<file path="src/core/smsq_map.svh">
/*
 Offsets, bit positions and status codes for the SMBus master sequencer.
 Assumes it is included by bare name from the sequencer design file.
*/
`ifndef SMSQ_MAP_SVH
`define SMSQ_MAP_SVH

// Device register port
`define SMSQ_DEV_CTRL 8'h00
`define SMSQ_DEV_DATA 8'h01

// Bus control register bits
`define SMSQ_CB_MASTER 7
`define SMSQ_CB_TRANSMIT_DIRECTION_BIT 6
`define SMSQ_CB_STA 5
`define SMSQ_CB_STO 4
`define SMSQ_CB_ACKNOWLEDGE_REQUEST_FLAG 3
`define SMSQ_CB_ARBITRATION_LOSS_FLAG 2
`define SMSQ_CB_ACK 1
`define SMSQ_CB_SI 0
`define SMSQ_CB_VEC_HI 7
`define SMSQ_CB_VEC_LO 4

// Status vectors
`define SMSQ_SV_START 4'hE
`define SMSQ_SV_TXDONE 4'hC
`define SMSQ_SV_RXDONE 4'h8

// Host register offsets
`define SMSQ_H_CMD 8'h00
`define SMSQ_H_ADDR 8'h04
`define SMSQ_H_COUNT 8'h08
`define SMSQ_H_MODE 8'h0C
`define SMSQ_H_TXDATA 8'h10
`define SMSQ_H_RXDATA 8'h14
`define SMSQ_H_STATUS 8'h18

// Host command, mode and status bits
`define SMSQ_CMD_GO 0
`define SMSQ_CMD_CLRERR 1
`define SMSQ_MODE_LASTACK 2
`define SMSQ_ST_BUSY 0
`define SMSQ_ST_GOPEND 1
`define SMSQ_ST_NACKERR 2
`define SMSQ_ST_SCLLOW 3
`define SMSQ_ST_TXFULL 4
`define SMSQ_ST_RXVALID 5
`define SMSQ_ST_HOLD 6
`define SMSQ_ST_VEC_HI 11
`define SMSQ_ST_VEC_LO 8

// Buffers
`define SMSQ_FIFO_DEPTH 4
`define SMSQ_BYTE_W 8

`endif

</file>
<file path="src/core/smsq_pkg.sv">
/*
 Types shared by the SMBus master sequencer.
 Assumes nothing beyond a SystemVerilog compiler.
*/
package smsq_pkg;
   typedef enum logic [2:0] {S_IDLE, S_RDREQ, S_RDA, S_RDDATA, S_DECIDE, S_WRDATA, S_CTRL} smsq_state_t;
   typedef enum logic [1:0] {END_STOP, END_STOPSTART, END_RESTART, END_SWITCH} smsq_end_t;
endpackage

</file>
<file path="src/core/smsq_ctrl.sv">
/*
 SMBus master sequencer: drives an SMBus master peripheral through its
 control and data registers, reacting to each status vector, plus two small
 byte FIFOs, one for transmit data and one for receive data.
 Assumes the peripheral register port answers a read one cycle later and
 holds the bus clock low while its event flag is set.
*/
// Overview of operation
// - After START (1110) load address plus direction; 1100 follows.
// - In 1100, begin request alone gives repeated START; 1110 follows.
// - In 1100 after NACK, end request alone aborts with STOP.
// - In 1100 after ACK, load next byte, no requests; 1100 follows.
// - In 1100 after ACK, end request alone finishes with STOP.
// - In 1100 after ACK, both requests give STOP then START.
// - In 1100 after ACK, clear event flag only; receive, 1000 follows.
// - In 1000, acknowledge set, no requests, read data; 1000 recurs.
// - In 1000, NACK with end request finishes with STOP.
// - In 1000, NACK with both requests gives STOP then START.
// - In 1000, ACK with begin request gives repeated START.
// - In 1000, NACK with begin request gives repeated START.
// - In 1000, write data before clearing flag with ACK: transmit next.
// - In 1000, write data before clearing flag with NACK: transmit next.
`timescale 1ns/10ps
`include "smsq_map.svh"

module smsq_fifo #(
   parameter int WIDTH = 8,
   parameter int DEPTH = 4
) (
   // Clock and reset
   input wire logic clk,
   input wire logic rst_n,
   // Fill side
   input wire logic [WIDTH-1:0] inData,
   input wire logic inValid,
   output logic inReady,
   // Drain side
   output logic [WIDTH-1:0] outData,
   output logic outValid,
   input wire logic outReady
);
   localparam int AW = $clog2(DEPTH);
   localparam logic [AW:0] FULL = (AW + 1)'(DEPTH);
   localparam logic [AW-1:0] LAST = AW'(DEPTH - 1);

   logic [WIDTH-1:0] mem [DEPTH];
   logic [AW-1:0] wrPtr_r;
   logic [AW-1:0] rdPtr_r;
   logic [AW:0] count_r;
   logic push;
   logic pop;

   assign inReady = count_r != FULL;
   assign outValid = count_r != '0;
   assign outData = mem[rdPtr_r];
   assign push = inValid && inReady;
   assign pop = outValid && outReady;

   always_ff @(posedge clk) begin
      if (push) begin
         mem[wrPtr_r] <= inData;
      end
   end

   always_ff @(posedge clk) begin
      if (!rst_n) begin
         wrPtr_r <= '0;
         rdPtr_r <= '0;
      end else begin
         if (push) begin
            wrPtr_r <= (wrPtr_r == LAST) ? '0 : wrPtr_r + 1'b1;
         end
         if (pop) begin
            rdPtr_r <= (rdPtr_r == LAST) ? '0 : rdPtr_r + 1'b1;
         end
      end
   end

   always_ff @(posedge clk) begin
      if (!rst_n) begin
         count_r <= '0;
      end else if (push && !pop) begin
         count_r <= count_r + 1'b1;
      end else if (pop && !push) begin
         count_r <= count_r - 1'b1;
      end
   end

   a_fifo_no_overflow: assert property (@(posedge clk) disable iff (!rst_n) count_r <= FULL)
      else $error("fifo count above depth");
endmodule

module smsq_ctrl
   import smsq_pkg::*;
(
   // Clock and reset
   input wire logic clk,
   input wire logic rst_n,
   // Host register port
   input wire logic [7:0] hostAddr,
   input wire logic [31:0] hostWdata,
   input wire logic hostWr,
   input wire logic hostRd,
   output logic [31:0] hostRdata,
   // Peripheral register port
   output logic [7:0] devAddr,
   output logic [7:0] devWdata,
   output logic devWr,
   output logic devRd,
   input wire logic [7:0] devRdata,
   // Bus clock pin, observed only
   input wire logic sclIn
);
   smsq_state_t state_r;
   smsq_end_t mode_r;
   logic lastAck_r;
   logic [7:0] addr_r;
   logic [7:0] count_r;
   logic [7:0] remain_r;
   logic readDir_r;
   logic goPend_r;
   logic nackErr_r;
   logic [3:0] vector_r;
   logic ackIn_r;
   logic [7:0] ctrlNext_r;
   logic [7:0] dataByte_r;
   logic wantData_r;
   logic rdIsData_r;
   logic [7:0] devAddr_r;
   logic [7:0] devWdata_r;
   logic devWr_r;
   logic devRd_r;
   logic [31:0] hostRdata_r;
   logic sclMeta_r;
   logic sclSync_r;
   // Decision outputs
   smsq_state_t dNext;
   logic [7:0] dCtrl;
   logic [7:0] dData;
   logic dWantData;
   logic dTxTake;
   logic dRxRead;
   logic dErr;
   logic dAddrTake;
   logic dSwitch;
   logic dRemainDec;
   logic lastByte;
   logic holding;
   // FIFO wiring
   logic txPush;
   logic txInReady;
   logic [7:0] txData;
   logic txValid;
   logic rxPush;
   logic rxInReady;
   logic [7:0] rxData;
   logic rxValid;
   logic rxPop;
   logic goWrite;
   logic clrErrWrite;

   function automatic logic isReg(input logic [7:0] a, input logic [7:0] off);
      return a == off;
   endfunction

   function automatic logic [7:0] ctrlByte(input logic begin_condition_request, input logic end_condition_request, input logic ack);
      logic [7:0] b;
      b = 8'h00;
      b[`SMSQ_CB_STA] = begin_condition_request;
      b[`SMSQ_CB_STO] = end_condition_request;
      b[`SMSQ_CB_ACK] = ack;
      return b;
   endfunction

   assign devAddr = devAddr_r;
   assign devWdata = devWdata_r;
   assign devWr = devWr_r;
   assign devRd = devRd_r;
   assign hostRdata = hostRdata_r;

   assign txPush = hostWr && isReg(hostAddr, `SMSQ_H_TXDATA);
   assign rxPop = hostRd && isReg(hostAddr, `SMSQ_H_RXDATA);
   assign rxPush = (state_r == S_RDDATA) && rdIsData_r;
   assign goWrite = hostWr && isReg(hostAddr, `SMSQ_H_CMD) && hostWdata[`SMSQ_CMD_GO];
   assign clrErrWrite = hostWr && isReg(hostAddr, `SMSQ_H_CMD) && hostWdata[`SMSQ_CMD_CLRERR];
   assign lastByte = remain_r <= 8'h01;
   // Waiting at a fresh START for the next job; the peripheral keeps the clock low
   assign holding = (state_r == S_DECIDE) && (vector_r == `SMSQ_SV_START) && !goPend_r;

   smsq_fifo #(.WIDTH(`SMSQ_BYTE_W), .DEPTH(`SMSQ_FIFO_DEPTH)) txFifo (
      .clk(clk),
      .rst_n(rst_n),
      .inData(hostWdata[7:0]),
      .inValid(txPush),
      .inReady(txInReady),
      .outData(txData),
      .outValid(txValid),
      .outReady(dTxTake)
   );

   smsq_fifo #(.WIDTH(`SMSQ_BYTE_W), .DEPTH(`SMSQ_FIFO_DEPTH)) rxFifo (
      .clk(clk),
      .rst_n(rst_n),
      .inData(devRdata),
      .inValid(rxPush),
      .inReady(rxInReady),
      .outData(rxData),
      .outValid(rxValid),
      .outReady(rxPop)
   );

   // Bus clock pin seen through two flops
   always_ff @(posedge clk) begin
      if (!rst_n) begin
         sclMeta_r <= 1'b1;
         sclSync_r <= 1'b1;
      end else begin
         sclMeta_r <= sclIn;
         sclSync_r <= sclMeta_r;
      end
   end

   // Host configuration
   always_ff @(posedge clk) begin
      if (!rst_n) begin
         addr_r <= 8'h00;
         count_r <= 8'h00;
         mode_r <= END_STOP;
         lastAck_r <= 1'b0;
      end else if (hostWr) begin
         if (isReg(hostAddr, `SMSQ_H_ADDR)) begin
            addr_r <= hostWdata[7:0];
         end
         if (isReg(hostAddr, `SMSQ_H_COUNT)) begin
            count_r <= hostWdata[7:0];
         end
         if (isReg(hostAddr, `SMSQ_H_MODE)) begin
            mode_r <= smsq_end_t'(hostWdata[1:0]);
            lastAck_r <= hostWdata[`SMSQ_MODE_LASTACK];
         end
      end
   end

   // Sticky flags; a set in the same cycle as a clear wins
   always_ff @(posedge clk) begin
      if (!rst_n) begin
         goPend_r <= 1'b0;
         nackErr_r <= 1'b0;
      end else begin
         goPend_r <= goWrite || (goPend_r && !dAddrTake);
         nackErr_r <= dErr || (nackErr_r && !clrErrWrite);
      end
   end

   // Host read data, one cycle after the strobe
   always_ff @(posedge clk) begin
      if (!rst_n) begin
         hostRdata_r <= 32'h0000_0000;
      end else if (hostRd) begin
         hostRdata_r <= 32'h0000_0000;
         if (isReg(hostAddr, `SMSQ_H_RXDATA)) begin
            hostRdata_r[7:0] <= rxData;
         end else if (isReg(hostAddr, `SMSQ_H_COUNT)) begin
            hostRdata_r[7:0] <= count_r;
         end else if (isReg(hostAddr, `SMSQ_H_ADDR)) begin
            hostRdata_r[7:0] <= addr_r;
         end else if (isReg(hostAddr, `SMSQ_H_STATUS)) begin
            hostRdata_r[`SMSQ_ST_BUSY] <= state_r != S_IDLE;
            hostRdata_r[`SMSQ_ST_GOPEND] <= goPend_r;
            hostRdata_r[`SMSQ_ST_NACKERR] <= nackErr_r;
            hostRdata_r[`SMSQ_ST_SCLLOW] <= !sclSync_r;
            hostRdata_r[`SMSQ_ST_TXFULL] <= !txInReady;
            hostRdata_r[`SMSQ_ST_RXVALID] <= rxValid;
            hostRdata_r[`SMSQ_ST_HOLD] <= holding;
            hostRdata_r[`SMSQ_ST_VEC_HI:`SMSQ_ST_VEC_LO] <= vector_r;
         end
      end
   end

   // Reaction to a status vector; stalls in S_DECIDE while a FIFO is not ready
   always_comb begin
      dNext = S_DECIDE;
      dCtrl = 8'h00;
      dData = 8'h00;
      dWantData = 1'b0;
      dTxTake = 1'b0;
      dRxRead = 1'b0;
      dErr = 1'b0;
      dAddrTake = 1'b0;
      dSwitch = 1'b0;
      dRemainDec = 1'b0;
      if (state_r == S_DECIDE) begin
         case (vector_r)
            `SMSQ_SV_START: begin
               if (goPend_r) begin
                  dAddrTake = 1'b1;
                  dData = addr_r;
                  dWantData = 1'b1;
                  dNext = S_WRDATA;
               end
            end
            `SMSQ_SV_TXDONE: begin
               if (!ackIn_r) begin
                  dErr = 1'b1;
                  dNext = S_CTRL;
                  if (mode_r == END_RESTART) begin
                     dCtrl = ctrlByte(1'b1, 1'b0, 1'b0);
                  end else begin
                     dCtrl = ctrlByte(1'b0, 1'b1, 1'b0);
                  end
               end else if (readDir_r) begin
                  dNext = S_CTRL;
               end else if (remain_r != 8'h00) begin
                  if (txValid) begin
                     dTxTake = 1'b1;
                     dData = txData;
                     dWantData = 1'b1;
                     dRemainDec = 1'b1;
                     dNext = S_WRDATA;
                  end
               end else begin
                  dNext = S_CTRL;
                  case (mode_r)
                     END_STOPSTART: dCtrl = ctrlByte(1'b1, 1'b1, 1'b0);
                     END_RESTART: dCtrl = ctrlByte(1'b1, 1'b0, 1'b0);
                     default: dCtrl = ctrlByte(1'b0, 1'b1, 1'b0);
                  endcase
               end
            end
            `SMSQ_SV_RXDONE: begin
               if (rxInReady && !(lastByte && mode_r == END_SWITCH && !txValid)) begin
                  dRxRead = 1'b1;
                  dRemainDec = 1'b1;
                  dNext = S_RDREQ;
                  if (!lastByte) begin
                     dCtrl = ctrlByte(1'b0, 1'b0, 1'b1);
                  end else begin
                     case (mode_r)
                        END_STOPSTART: dCtrl = ctrlByte(1'b1, 1'b1, 1'b0);
                        END_RESTART: dCtrl = ctrlByte(1'b1, 1'b0, lastAck_r);
                        END_SWITCH: begin
                           // Data goes in before the flag is cleared
                           dTxTake = 1'b1;
                           dData = txData;
                           dWantData = 1'b1;
                           dSwitch = 1'b1;
                           dCtrl = ctrlByte(1'b0, 1'b0, lastAck_r);
                        end
                        default: dCtrl = ctrlByte(1'b0, 1'b1, 1'b0);
                     endcase
                  end
               end
            end
            default: begin
               // Unexpected vector (slave mode or lost arbitration): release the bus
               dErr = 1'b1;
               dCtrl = ctrlByte(1'b0, 1'b1, 1'b0);
               dNext = S_CTRL;
            end
         endcase
      end
   end

   // Transfer bookkeeping
   always_ff @(posedge clk) begin
      if (!rst_n) begin
         remain_r <= 8'h00;
         readDir_r <= 1'b0;
      end else if (dAddrTake) begin
         remain_r <= count_r;
         readDir_r <= addr_r[0];
      end else begin
         if (dRemainDec && remain_r != 8'h00) begin
            remain_r <= remain_r - 8'h01;
         end
         if (dSwitch) begin
            readDir_r <= 1'b0;
         end
      end
   end

   // Sequencer and peripheral register accesses
   always_ff @(posedge clk) begin
      if (!rst_n) begin
         state_r <= S_IDLE;
         devAddr_r <= 8'h00;
         devWdata_r <= 8'h00;
         devWr_r <= 1'b0;
         devRd_r <= 1'b0;
         vector_r <= 4'h0;
         ackIn_r <= 1'b0;
         ctrlNext_r <= 8'h00;
         dataByte_r <= 8'h00;
         wantData_r <= 1'b0;
         rdIsData_r <= 1'b0;
      end else begin
         devWr_r <= 1'b0;
         devRd_r <= 1'b0;
         case (state_r)
            S_IDLE: begin
               if (goPend_r) begin
                  devWr_r <= 1'b1;
                  devAddr_r <= `SMSQ_DEV_CTRL;
                  devWdata_r <= ctrlByte(1'b1, 1'b0, 1'b0);
                  rdIsData_r <= 1'b0;
                  state_r <= S_RDREQ;
               end
            end
            S_RDREQ: begin
               devRd_r <= 1'b1;
               devAddr_r <= rdIsData_r ? `SMSQ_DEV_DATA : `SMSQ_DEV_CTRL;
               state_r <= S_RDA;
            end
            S_RDA: state_r <= S_RDDATA;
            S_RDDATA: begin
               if (rdIsData_r) begin
                  state_r <= wantData_r ? S_WRDATA : S_CTRL;
               end else if (devRdata[`SMSQ_CB_SI]) begin
                  vector_r <= devRdata[`SMSQ_CB_VEC_HI:`SMSQ_CB_VEC_LO];
                  ackIn_r <= devRdata[`SMSQ_CB_ACK];
                  state_r <= S_DECIDE;
               end else begin
                  state_r <= S_RDREQ;
               end
            end
            S_DECIDE: begin
               state_r <= dNext;
               if (dNext != S_DECIDE) begin
                  ctrlNext_r <= dCtrl;
                  dataByte_r <= dData;
                  wantData_r <= dWantData;
                  rdIsData_r <= dRxRead;
               end
            end
            S_WRDATA: begin
               devWr_r <= 1'b1;
               devAddr_r <= `SMSQ_DEV_DATA;
               devWdata_r <= dataByte_r;
               state_r <= S_CTRL;
            end
            S_CTRL: begin
               // Event flag written as zero: the peripheral acts only now
               devWr_r <= 1'b1;
               devAddr_r <= `SMSQ_DEV_CTRL;
               devWdata_r <= ctrlNext_r;
               rdIsData_r <= 1'b0;
               wantData_r <= 1'b0;
               if (ctrlNext_r[`SMSQ_CB_STO] && !ctrlNext_r[`SMSQ_CB_STA]) begin
                  state_r <= S_IDLE;
               end else begin
                  state_r <= S_RDREQ;
               end
            end
            default: state_r <= S_IDLE;
         endcase
      end
   end

   a_dev_strobes_apart: assert property (@(posedge clk) disable iff (!rst_n) !(devWr_r && devRd_r))
      else $error("peripheral read and write together");
   a_start_addr_load: assert property (@(posedge clk) disable iff (!rst_n)
      (state_r == S_DECIDE && vector_r == `SMSQ_SV_START && goPend_r) |->
      ##2 (devWr_r && devAddr_r == `SMSQ_DEV_DATA && devWdata_r == $past(addr_r, 2)))
      else $error("address not loaded after start");
   a_nack_restart: assert property (@(posedge clk) disable iff (!rst_n)
      (state_r == S_DECIDE && vector_r == `SMSQ_SV_TXDONE && !ackIn_r && mode_r == END_RESTART) |->
      ##2 (devWr_r && devWdata_r == ctrlByte(1'b1, 1'b0, 1'b0) && state_r == S_RDREQ))
      else $error("no repeated start after nack");
   a_nack_abort_stop: assert property (@(posedge clk) disable iff (!rst_n)
      (state_r == S_DECIDE && vector_r == `SMSQ_SV_TXDONE && !ackIn_r && mode_r != END_RESTART) |->
      ##2 (devWr_r && devWdata_r == ctrlByte(1'b0, 1'b1, 1'b0) && state_r == S_IDLE))
      else $error("no stop after nack abort");
   a_tx_next_byte: assert property (@(posedge clk) disable iff (!rst_n)
      (state_r == S_DECIDE && vector_r == `SMSQ_SV_TXDONE && ackIn_r && !readDir_r && remain_r != 8'h00
      && txValid) |-> ##2 (devWr_r && devAddr_r == `SMSQ_DEV_DATA) ##1 (devWr_r && devWdata_r == 8'h00))
      else $error("next byte not sent");
   a_tx_end_stop: assert property (@(posedge clk) disable iff (!rst_n)
      (state_r == S_DECIDE && vector_r == `SMSQ_SV_TXDONE && ackIn_r && !readDir_r && remain_r == 8'h00
      && mode_r == END_STOP) |-> ##2 (devWr_r && devWdata_r == ctrlByte(1'b0, 1'b1, 1'b0)))
      else $error("transfer not ended with stop");
   a_tx_stop_start: assert property (@(posedge clk) disable iff (!rst_n)
      (state_r == S_DECIDE && vector_r == `SMSQ_SV_TXDONE && ackIn_r && !readDir_r && remain_r == 8'h00
      && mode_r == END_STOPSTART) |-> ##2 (devWr_r && devWdata_r == ctrlByte(1'b1, 1'b1, 1'b0)))
      else $error("stop and start not requested");
   a_switch_to_rx: assert property (@(posedge clk) disable iff (!rst_n)
      (state_r == S_DECIDE && vector_r == `SMSQ_SV_TXDONE && ackIn_r && readDir_r) |->
      ##2 (devWr_r && devAddr_r == `SMSQ_DEV_CTRL && devWdata_r == 8'h00))
      else $error("flag not cleared for receive");
   a_rx_ack_more: assert property (@(posedge clk) disable iff (!rst_n)
      (state_r == S_DECIDE && vector_r == `SMSQ_SV_RXDONE && rxInReady && !lastByte) |->
      ##2 (devRd_r && devAddr_r == `SMSQ_DEV_DATA) ##3 (devWr_r && devWdata_r == ctrlByte(1'b0, 1'b0, 1'b1)))
      else $error("received byte not acknowledged");
   a_rx_last_stop: assert property (@(posedge clk) disable iff (!rst_n)
      (state_r == S_DECIDE && vector_r == `SMSQ_SV_RXDONE && rxInReady && lastByte && mode_r == END_STOP) |->
      ##5 (devWr_r && devWdata_r == ctrlByte(1'b0, 1'b1, 1'b0) && state_r == S_IDLE))
      else $error("last byte not nacked with stop");
endmodule

</file>
<file path="config.mk">
export PLATFORM = sky130hd
export DESIGN_NAME = smsq_ctrl
export DESIGN_NICKNAME = d
export VERILOG_FILES = /design/src/core/smsq_pkg.sv /design/src/core/smsq_ctrl.sv
export VERILOG_INCLUDE_DIRS = /design/src /design/src/core
export SDC_FILE = /design/constraint.sdc
export NUM_CORES = 1
export LEC_CHECK = 0
export BUFFER_PORTS_ARGS = -buffer_cell sky130_fd_sc_hd__clkbuf_2
export CAP_MARGIN = 5
export CELL_PAD_IN_SITES_DETAIL_PLACEMENT = 1
export CELL_PAD_IN_SITES_GLOBAL_PLACEMENT = 1
export CORE_MARGIN = 4
export CORE_UTILIZATION = 41
export DETAILED_ROUTE_END_ITERATION = 10
export GPL_ROUTABILITY_DRIVEN = 0
export PLACE_DENSITY = 0.82
export REMOVE_ABC_BUFFERS = 1
export SLEW_MARGIN = 30
export SYNTH_ARGS = -nofsm -noshare
export SYNTH_HDL_FRONTEND = slang
export SYNTH_SLANG_ARGS = --single-unit
</file>
<file path="constraint.sdc">
create_clock -name clk -period 2.9 [get_ports clk]
set_input_delay 0.29 -clock clk [delete_from_list [all_inputs] [get_ports clk]]
set_output_delay 0.29 -clock clk [all_outputs]
set_load 0.05 [all_outputs]
</file>
==> results of run 1 <==
## through the flow
step	util	setup slack, ps	setup TNS (ps)	hold WS (ps)	cells
final	0.481	95.3	0	33.8	994
after global routing	0.481	-8.92	-8.92	22.6	994
after CTS	0.479	63.6	0	21.2	991
after detailed placement	0.445	-42.6	-42.6	399	959
after global placement	0.445	63.1	0	389	959
after floorplan	-	-60.0	-1000	363	647
## synthesized netlist by cell type (all sizes together) (19+ instances only)
cell / n
dfxtp: 94
nor2: 72
edfxtp: 64
buf: 38
mux2i: 35
clkbuf: 32
o21ai: 28
a21oi: 27
nand3: 27
nand2: 26
inv: 20
a22oi: 19
ha: 19
## state kept, by name, indices dropped and copies added, names as in the netlist, 3 cells and up, named ones only
signal	cells
addr_r	8
txFifo.mem	32
txFifo.count_r	3
hostRdata	12
rxFifo.mem	32
devWdata	8
state_r	3
dataByte_r	8
rxFifo.count_r	3
ctrlNext_r	3
vector_r	4
remain_r	8
count_r	8
## worst reg2reg max path, cell delays in order, from the launching register on
cell and delay [ps]:
dfxtp_1 350, inv_1 100, ha_2 190, or3b_4 390, o2111ai_4 200, o21ai_2 90
nand2_1 100, ha_2 200, inv_1 60, fa_1 420, xor2_1 180, or3_1 310
a21oi_1 130
## final timing paths
check,startpoint,end,slack (ps),cells after the start
worst min-delay path,sclIn,sclMeta_r$_SDFF_PN1_,30,2
worst max-delay path,remain_r[1]$_SDFFE_PN0P_,txFifo.count_r[2]$_SDFFE_PN0P_,100,12
worst max register to register,remain_r[1]$_SDFFE_PN0P_,txFifo.count_r[2]$_SDFFE_PN0P_,100,12
worst min register to register,sclMeta_r$_SDFF_PN1_,sclSync_r$_SDFF_PN1_,410,1
## layout make-up
type	count	share of cell area
Sequential cell	158	0.440
Multi-Input combinational cell	469	0.387
Timing Repair Buffer	86	0.0600
Clock buffer	21	0.0558
Tap cell	229	0.0332
Clock inverter	11	0.0149
Inverter	20	0.00883
## timing repair
item / in CTS / in global routing
pin swaps: 0 / 1
gates resized for setup: 3 / 2
buffers inserted: 0 / 3
setup endpoints to repair: 1 / 2
## cell families after synthesis
group	Yosys count	share of synthesized area
compound gates	133	0.125
xor+xnor	5	0.00586
fa+ha+maj	21	0.0371
buf+inv	90	0.0612
flops	158	0.509
mux	51	0.0950
other cells	1	0.000501
simple gates	232	0.166
## power by group through the flow
stage	registers, mW	logic, mW	clock network (mW)
3_3_place_gp	2.36	0.173	0
4_1_cts	2.31	0.179	2.35
6_report	2.31	0.181	2.31
2_1_floorplan	2.36	0.106	0
5_1_grt	2.31	0.194	2.45
3_5_place_dp	2.36	0.178	0
## per-layer routing
metal,wire (µm),global-route usage
met1,8690,0.267
met2,10700,0.366
met4,780,0.0950
met5,0,0
met3,1240,0.0512
==> results.ini, run 1 <==
[flow_run]
maxCapViolations = 0

[setup_path]
crit_buf_inv = 2
worstPathCellList = inv_1 -> ha_2 -> or3b_4 -> o2111ai_4 -> o21ai_2 -> nand2_1 -> ha_2 -> inv_1 -> fa_1 -> xor2_1 -> or3_1 -> a21oi_1
cp_data_required_time_ps = 3270
worstSetupPathType = register to register
critical-path-slowest-cell = fa_1
end_kind = register
crit_family = adder cells
path_max_fanout = 3
cp.arrival_ps = 3170
startpoint_type = register
slowest_delay_ps = 420

[placed_design]
port_buffers = 51
placed_area_mm2 = 0.00799
dpl.hpwl_mm = 15.0

[synthesis]
ys_warn_count = 0
synth_seq_area_share = 0.509
synth_top_area_frac = 0.257
synth_edf_count = 64
netlist_instances = 691
synth_cell_types = 63
syn_area_mm2 = 0.00748
synth_area_leaders = edfxtp_1, dfxtp_1, mux4_2
avgSynthCellArea_um2 = 10.8
yosys.area.top_type = edfxtp_1
synthArstFlopShare = 0
synth_ff_type = dfxtp_1
ys_ff_latch = 158

[drt]
dr_total_vias = 5839
drtIter0Drc = 417
drcViolationCount = 0
wl_per_cell_um = 21.6
ant_nets = 0
vias_per_cell = 5.87
wl_mm = 21.4
dr.pass1.iters = 5

[hold_path]
hold_path_class = primary input to register

[sta]
worstMarginPinSlew_ps = 817
fin_worst_skew_ps = 12.5
hold_viol_final = 0
slew_violations = 0
period_share = 0.967
setup_viol = 0
period_needed_ps = 2800
clock.fmax_mhz = 357
slew_headroom = 0.454

[global_routing]
grt_pass1_wl_mm = 34.0
grt_usage = 0.218
grt.overflow.total = 0
antenna_found_initial = 0
grt_max_degree = 51
grt_pass1_vias = 6158

[final_layout]
antenna_cells = 0
nFillCells = 1939
layout_common_cells = dfxtp_1, nor2_1, edfxtp_1
seqCellArea_mm2 = 0.00380
postLayoutCellArea_mm2 = 0.00864
drive_gt1_frac = 0.196
final_common_cell = dfxtp_1
area_delta_synth_final_pct = 15.5
num-nets-final = 826
multiInputGateArea_mm2 = 0.00334

[power_and_ir_drop]
total_power_mw = 4.80
internal_power_mw = 3.71
switchingPower_mw = 1.09
p_leak_nw = 3.20
clkPwrFrac = 0.481
power-per-cell-area_mw_per_mm2 = 556
p_sw_frac = 0.227
p_seq_frac = 0.481
combPwrFrac = 0.038
ir_drop_v = 0.000419

[run_status]
status = finished clean

[cts]
root_buffer = clkbuf_16
clk_path_buf_depth = 2
htreeDepth = 4
cts_tree = yes
tritoncts.num_buffers = 17
clock_sinks = 158
hold_buffers = 0
clkSlewWorstSetupHoldPaths_ps = 60
clk_latency_ps = 440

[floorplanning]
start_util = 0.416
core_mm2 = 0.0180
dieArea_mm2 = 0.0205
pin_count = 103
die_y_um = 143
num_rows = 49
die_w_um = 143

Power figures use the tool's default switching activity.
==> run 2: changes to the inputs <==
Settings changed: REMOVE_ABC_BUFFERS 1 to default.
==> run 2 against run 1 <==
Against the previous run: combinational power about the same; worst setup slack improved by 86 ps; clock power is 4% lower; critical path depth unchanged; critical path type unchanged; critical endpoint unchanged.
==> results.ini, run 2 (synthesis results as in run 1) <==
[run_status]
status = finished clean  ; unchanged

[setup_path]
slowest_delay_ps = 410  ; was 420 ps
worstPathCellList = inv_1 -> ha_2 -> or3b_4 -> o2111ai_4 -> o21ai_2 -> nand2_2 -> ha_4 -> inv_1 -> fa_2 -> xor2_1 -> or3_1 -> a21oi_1  ; was inv_1 -> ha_2 -> or3b_4 -> o2111ai_4 -> o21ai_2 -> nand2_1 -> ha_2 -> inv_1 -> fa_1 -> xor2_1 -> or3_1 -> a21oi_1
startpoint_type = register  ; unchanged
path_common_cell = inv_1
cp_data_required_time_ps = 3260  ; was 3270 ps
path_max_fanout = 3  ; unchanged
end_kind = register  ; unchanged
cp.arrival_ps = 3080  ; was 3170 ps
worstSetupPathType = register to register  ; unchanged
critical-path-slowest-cell = or3b_4  ; was fa_1

[final_layout]
seqCellArea_mm2 = 0.00380  ; about the same
layout_common_cells = dfxtp_1, nor2_1, edfxtp_1  ; unchanged
num-nets-final = 822  ; was 826
fin_cells = 990  ; was 994
multiInputGateArea_mm2 = 0.00336  ; was 0.00334 mm²
final_common_cell = dfxtp_1  ; unchanged
antenna_cells = 0  ; unchanged
area_delta_synth_final_pct = 14.8  ; was 15.5%
nFillCells = 1958  ; was 1939
final_util = 0.478  ; was 0.481
drive_gt1_frac = 0.196  ; about the same

[floorplanning]
num_rows = 49  ; unchanged
die_w_um = 143  ; unchanged
start_util = 0.416  ; unchanged
pin_count = 103  ; unchanged
dieArea_mm2 = 0.0205  ; unchanged
core_mm2 = 0.0180  ; unchanged
die_y_um = 143  ; unchanged

[cts]
clk_latency_ps = 430  ; was 440 ps
clock_sinks = 158  ; unchanged
clk_path_buf_depth = 2  ; unchanged
tritoncts.num_buffers = 17  ; unchanged
htreeDepth = 4  ; unchanged
hold_buffers = 0  ; unchanged
cts_tree = yes  ; unchanged
clkSlewWorstSetupHoldPaths_ps = 60  ; about the same
root_buffer = clkbuf_16  ; unchanged

[power_and_ir_drop]
ir_drop_v = 0.000425  ; was 0.000419 V
internal_power_mw = 3.61  ; was 3.71 mW
clkPwrFrac = 0.470  ; was 0.481
p_sw_frac = 0.232  ; was 0.227
p_seq_frac = 0.491  ; was 0.481
power-per-cell-area_mw_per_mm2 = 548  ; was 556 mW/mm²
switchingPower_mw = 1.09  ; about the same
p_leak_nw = 3.17  ; was 3.20 nW
combPwrFrac = 0.039  ; was 0.038

[drt]
wl_per_cell_um = 21.6  ; about the same
wl_met1_mm = 8.52  ; was 8.69 mm
ant_nets = 0  ; unchanged
drcViolationCount = 0  ; unchanged
vias_per_cell = 5.75  ; was 5.87
met3_length_um = 977  ; was 1.24 mm
drtIter0Drc = 284  ; was 417
highest_layer = met4  ; unchanged
dr.pass1.iters = 5  ; unchanged
wl_mm = 21.4  ; about the same
met2_length_mm = 11.2  ; was 10.7 mm
dr_total_vias = 5693  ; was 5839

[sta]
setup_viol = 0  ; unchanged
hold_viol_final = 0  ; unchanged
hold_slack_ps = 53.0  ; was 33.8 ps
worstMarginPinSlew_ps = 811  ; was 817 ps
slew_headroom = 0.458  ; was 0.454
fin_tns_setup_ps = 0  ; unchanged
rsz0062_at_grt = false
period_share = 0.937  ; was 0.967
slew_violations = 0  ; unchanged
clock.fmax_mhz = 368  ; was 357 MHz
period_needed_ps = 2720  ; was 2800 ps
fin_worst_skew_ps = 7.81  ; was 12.5 ps

[placed_design]
port_buffers = 51  ; unchanged
dp.cells = 957  ; was 959
dpl.hpwl_mm = 15.6  ; was 15.0 mm

[global_routing]
grt.overflow.total = 0  ; unchanged
grt_pass1_wl_mm = 33.4  ; was 34.0 mm
grt_pass1_vias = 5978  ; was 6158
grt_usage = 0.213  ; was 0.218
antenna_found_initial = 0  ; unchanged
grt_max_degree = 43  ; was 51

[flow_run]
maxCapViolations = 0  ; unchanged

[hold_path]
hold_path_class = primary input to register  ; unchanged

[run 2: worst max-delay path: cells and delay by family (launching register included)]
kind,cells,cell delay (ps)
AOI/OAI and AO/OA,3,450
buffers and inverters,2,140
adders and majority gates,3,730
xor gates and xnor gates,1,170
DFF,1,330
and+or+nand+nor,3,830
[run 2: cell type report]
type,count,share of cell area
flip-flops and latches,158,0.443
well taps,229,0.0334
clock inverters,13,0.0162
clock buffers,19,0.0504
multi-input cells,469,0.391
inverters,20,0.00874
repair buffers,82,0.0568
[run 2: worst paths after layout]
path	startpoint	end	slack [ps]	cells past startpoint
max	remain_r[1]$_SDFFE_PN0P_	txFifo.count_r[2]$_SDFFE_PN0P_	180	12
min reg2reg	devWdata[5]$_SDFFE_PN0P_	devWdata[5]$_SDFFE_PN0P_	440	2
min	sclIn	sclMeta_r$_SDFF_PN1_	50	2
max reg2reg	remain_r[1]$_SDFFE_PN0P_	txFifo.count_r[2]$_SDFFE_PN0P_	180	12
[run 2: routing by layer]
metal / vias to the layer above / track usage
met5: - / 0
met4: 0 / 0.0810
met3: 46 / 0.0522
met2: 150 / 0.373
met1: 2869 / 0.253
li1: 2628 / -
[run 2: what timing repair did]
action	4_1_cts	5_1_grt
hold endpoints to repair	0	0
pin swaps	0	2
buffers inserted	0	1
endpoints found under the setup margin	1	1
resized for setup	4	5
[run 2: stage by stage]
step           cell area, µm²  setup WS, ps  power [mW]
6_report                 8590           182        4.71
4_1_cts                  8560          24.5        4.73
5_1_grt                  8590          55.2        4.85
2_1_floorplan            7580          4.00        2.50
3_3_place_gp             7980          48.0        2.53
3_5_place_dp             7980          -139        2.54
[run 2: power groups by stage]
stage / sequential (mW) / combinational, mW / clock [mW]
2_1_floorplan: 2.36 / 0.144 / 0
3_3_place_gp: 2.36 / 0.172 / 0
3_5_place_dp: 2.36 / 0.178 / 0
4_1_cts: 2.31 / 0.181 / 2.24
5_1_grt: 2.31 / 0.194 / 2.35
6_report: 2.31 / 0.183 / 2.21
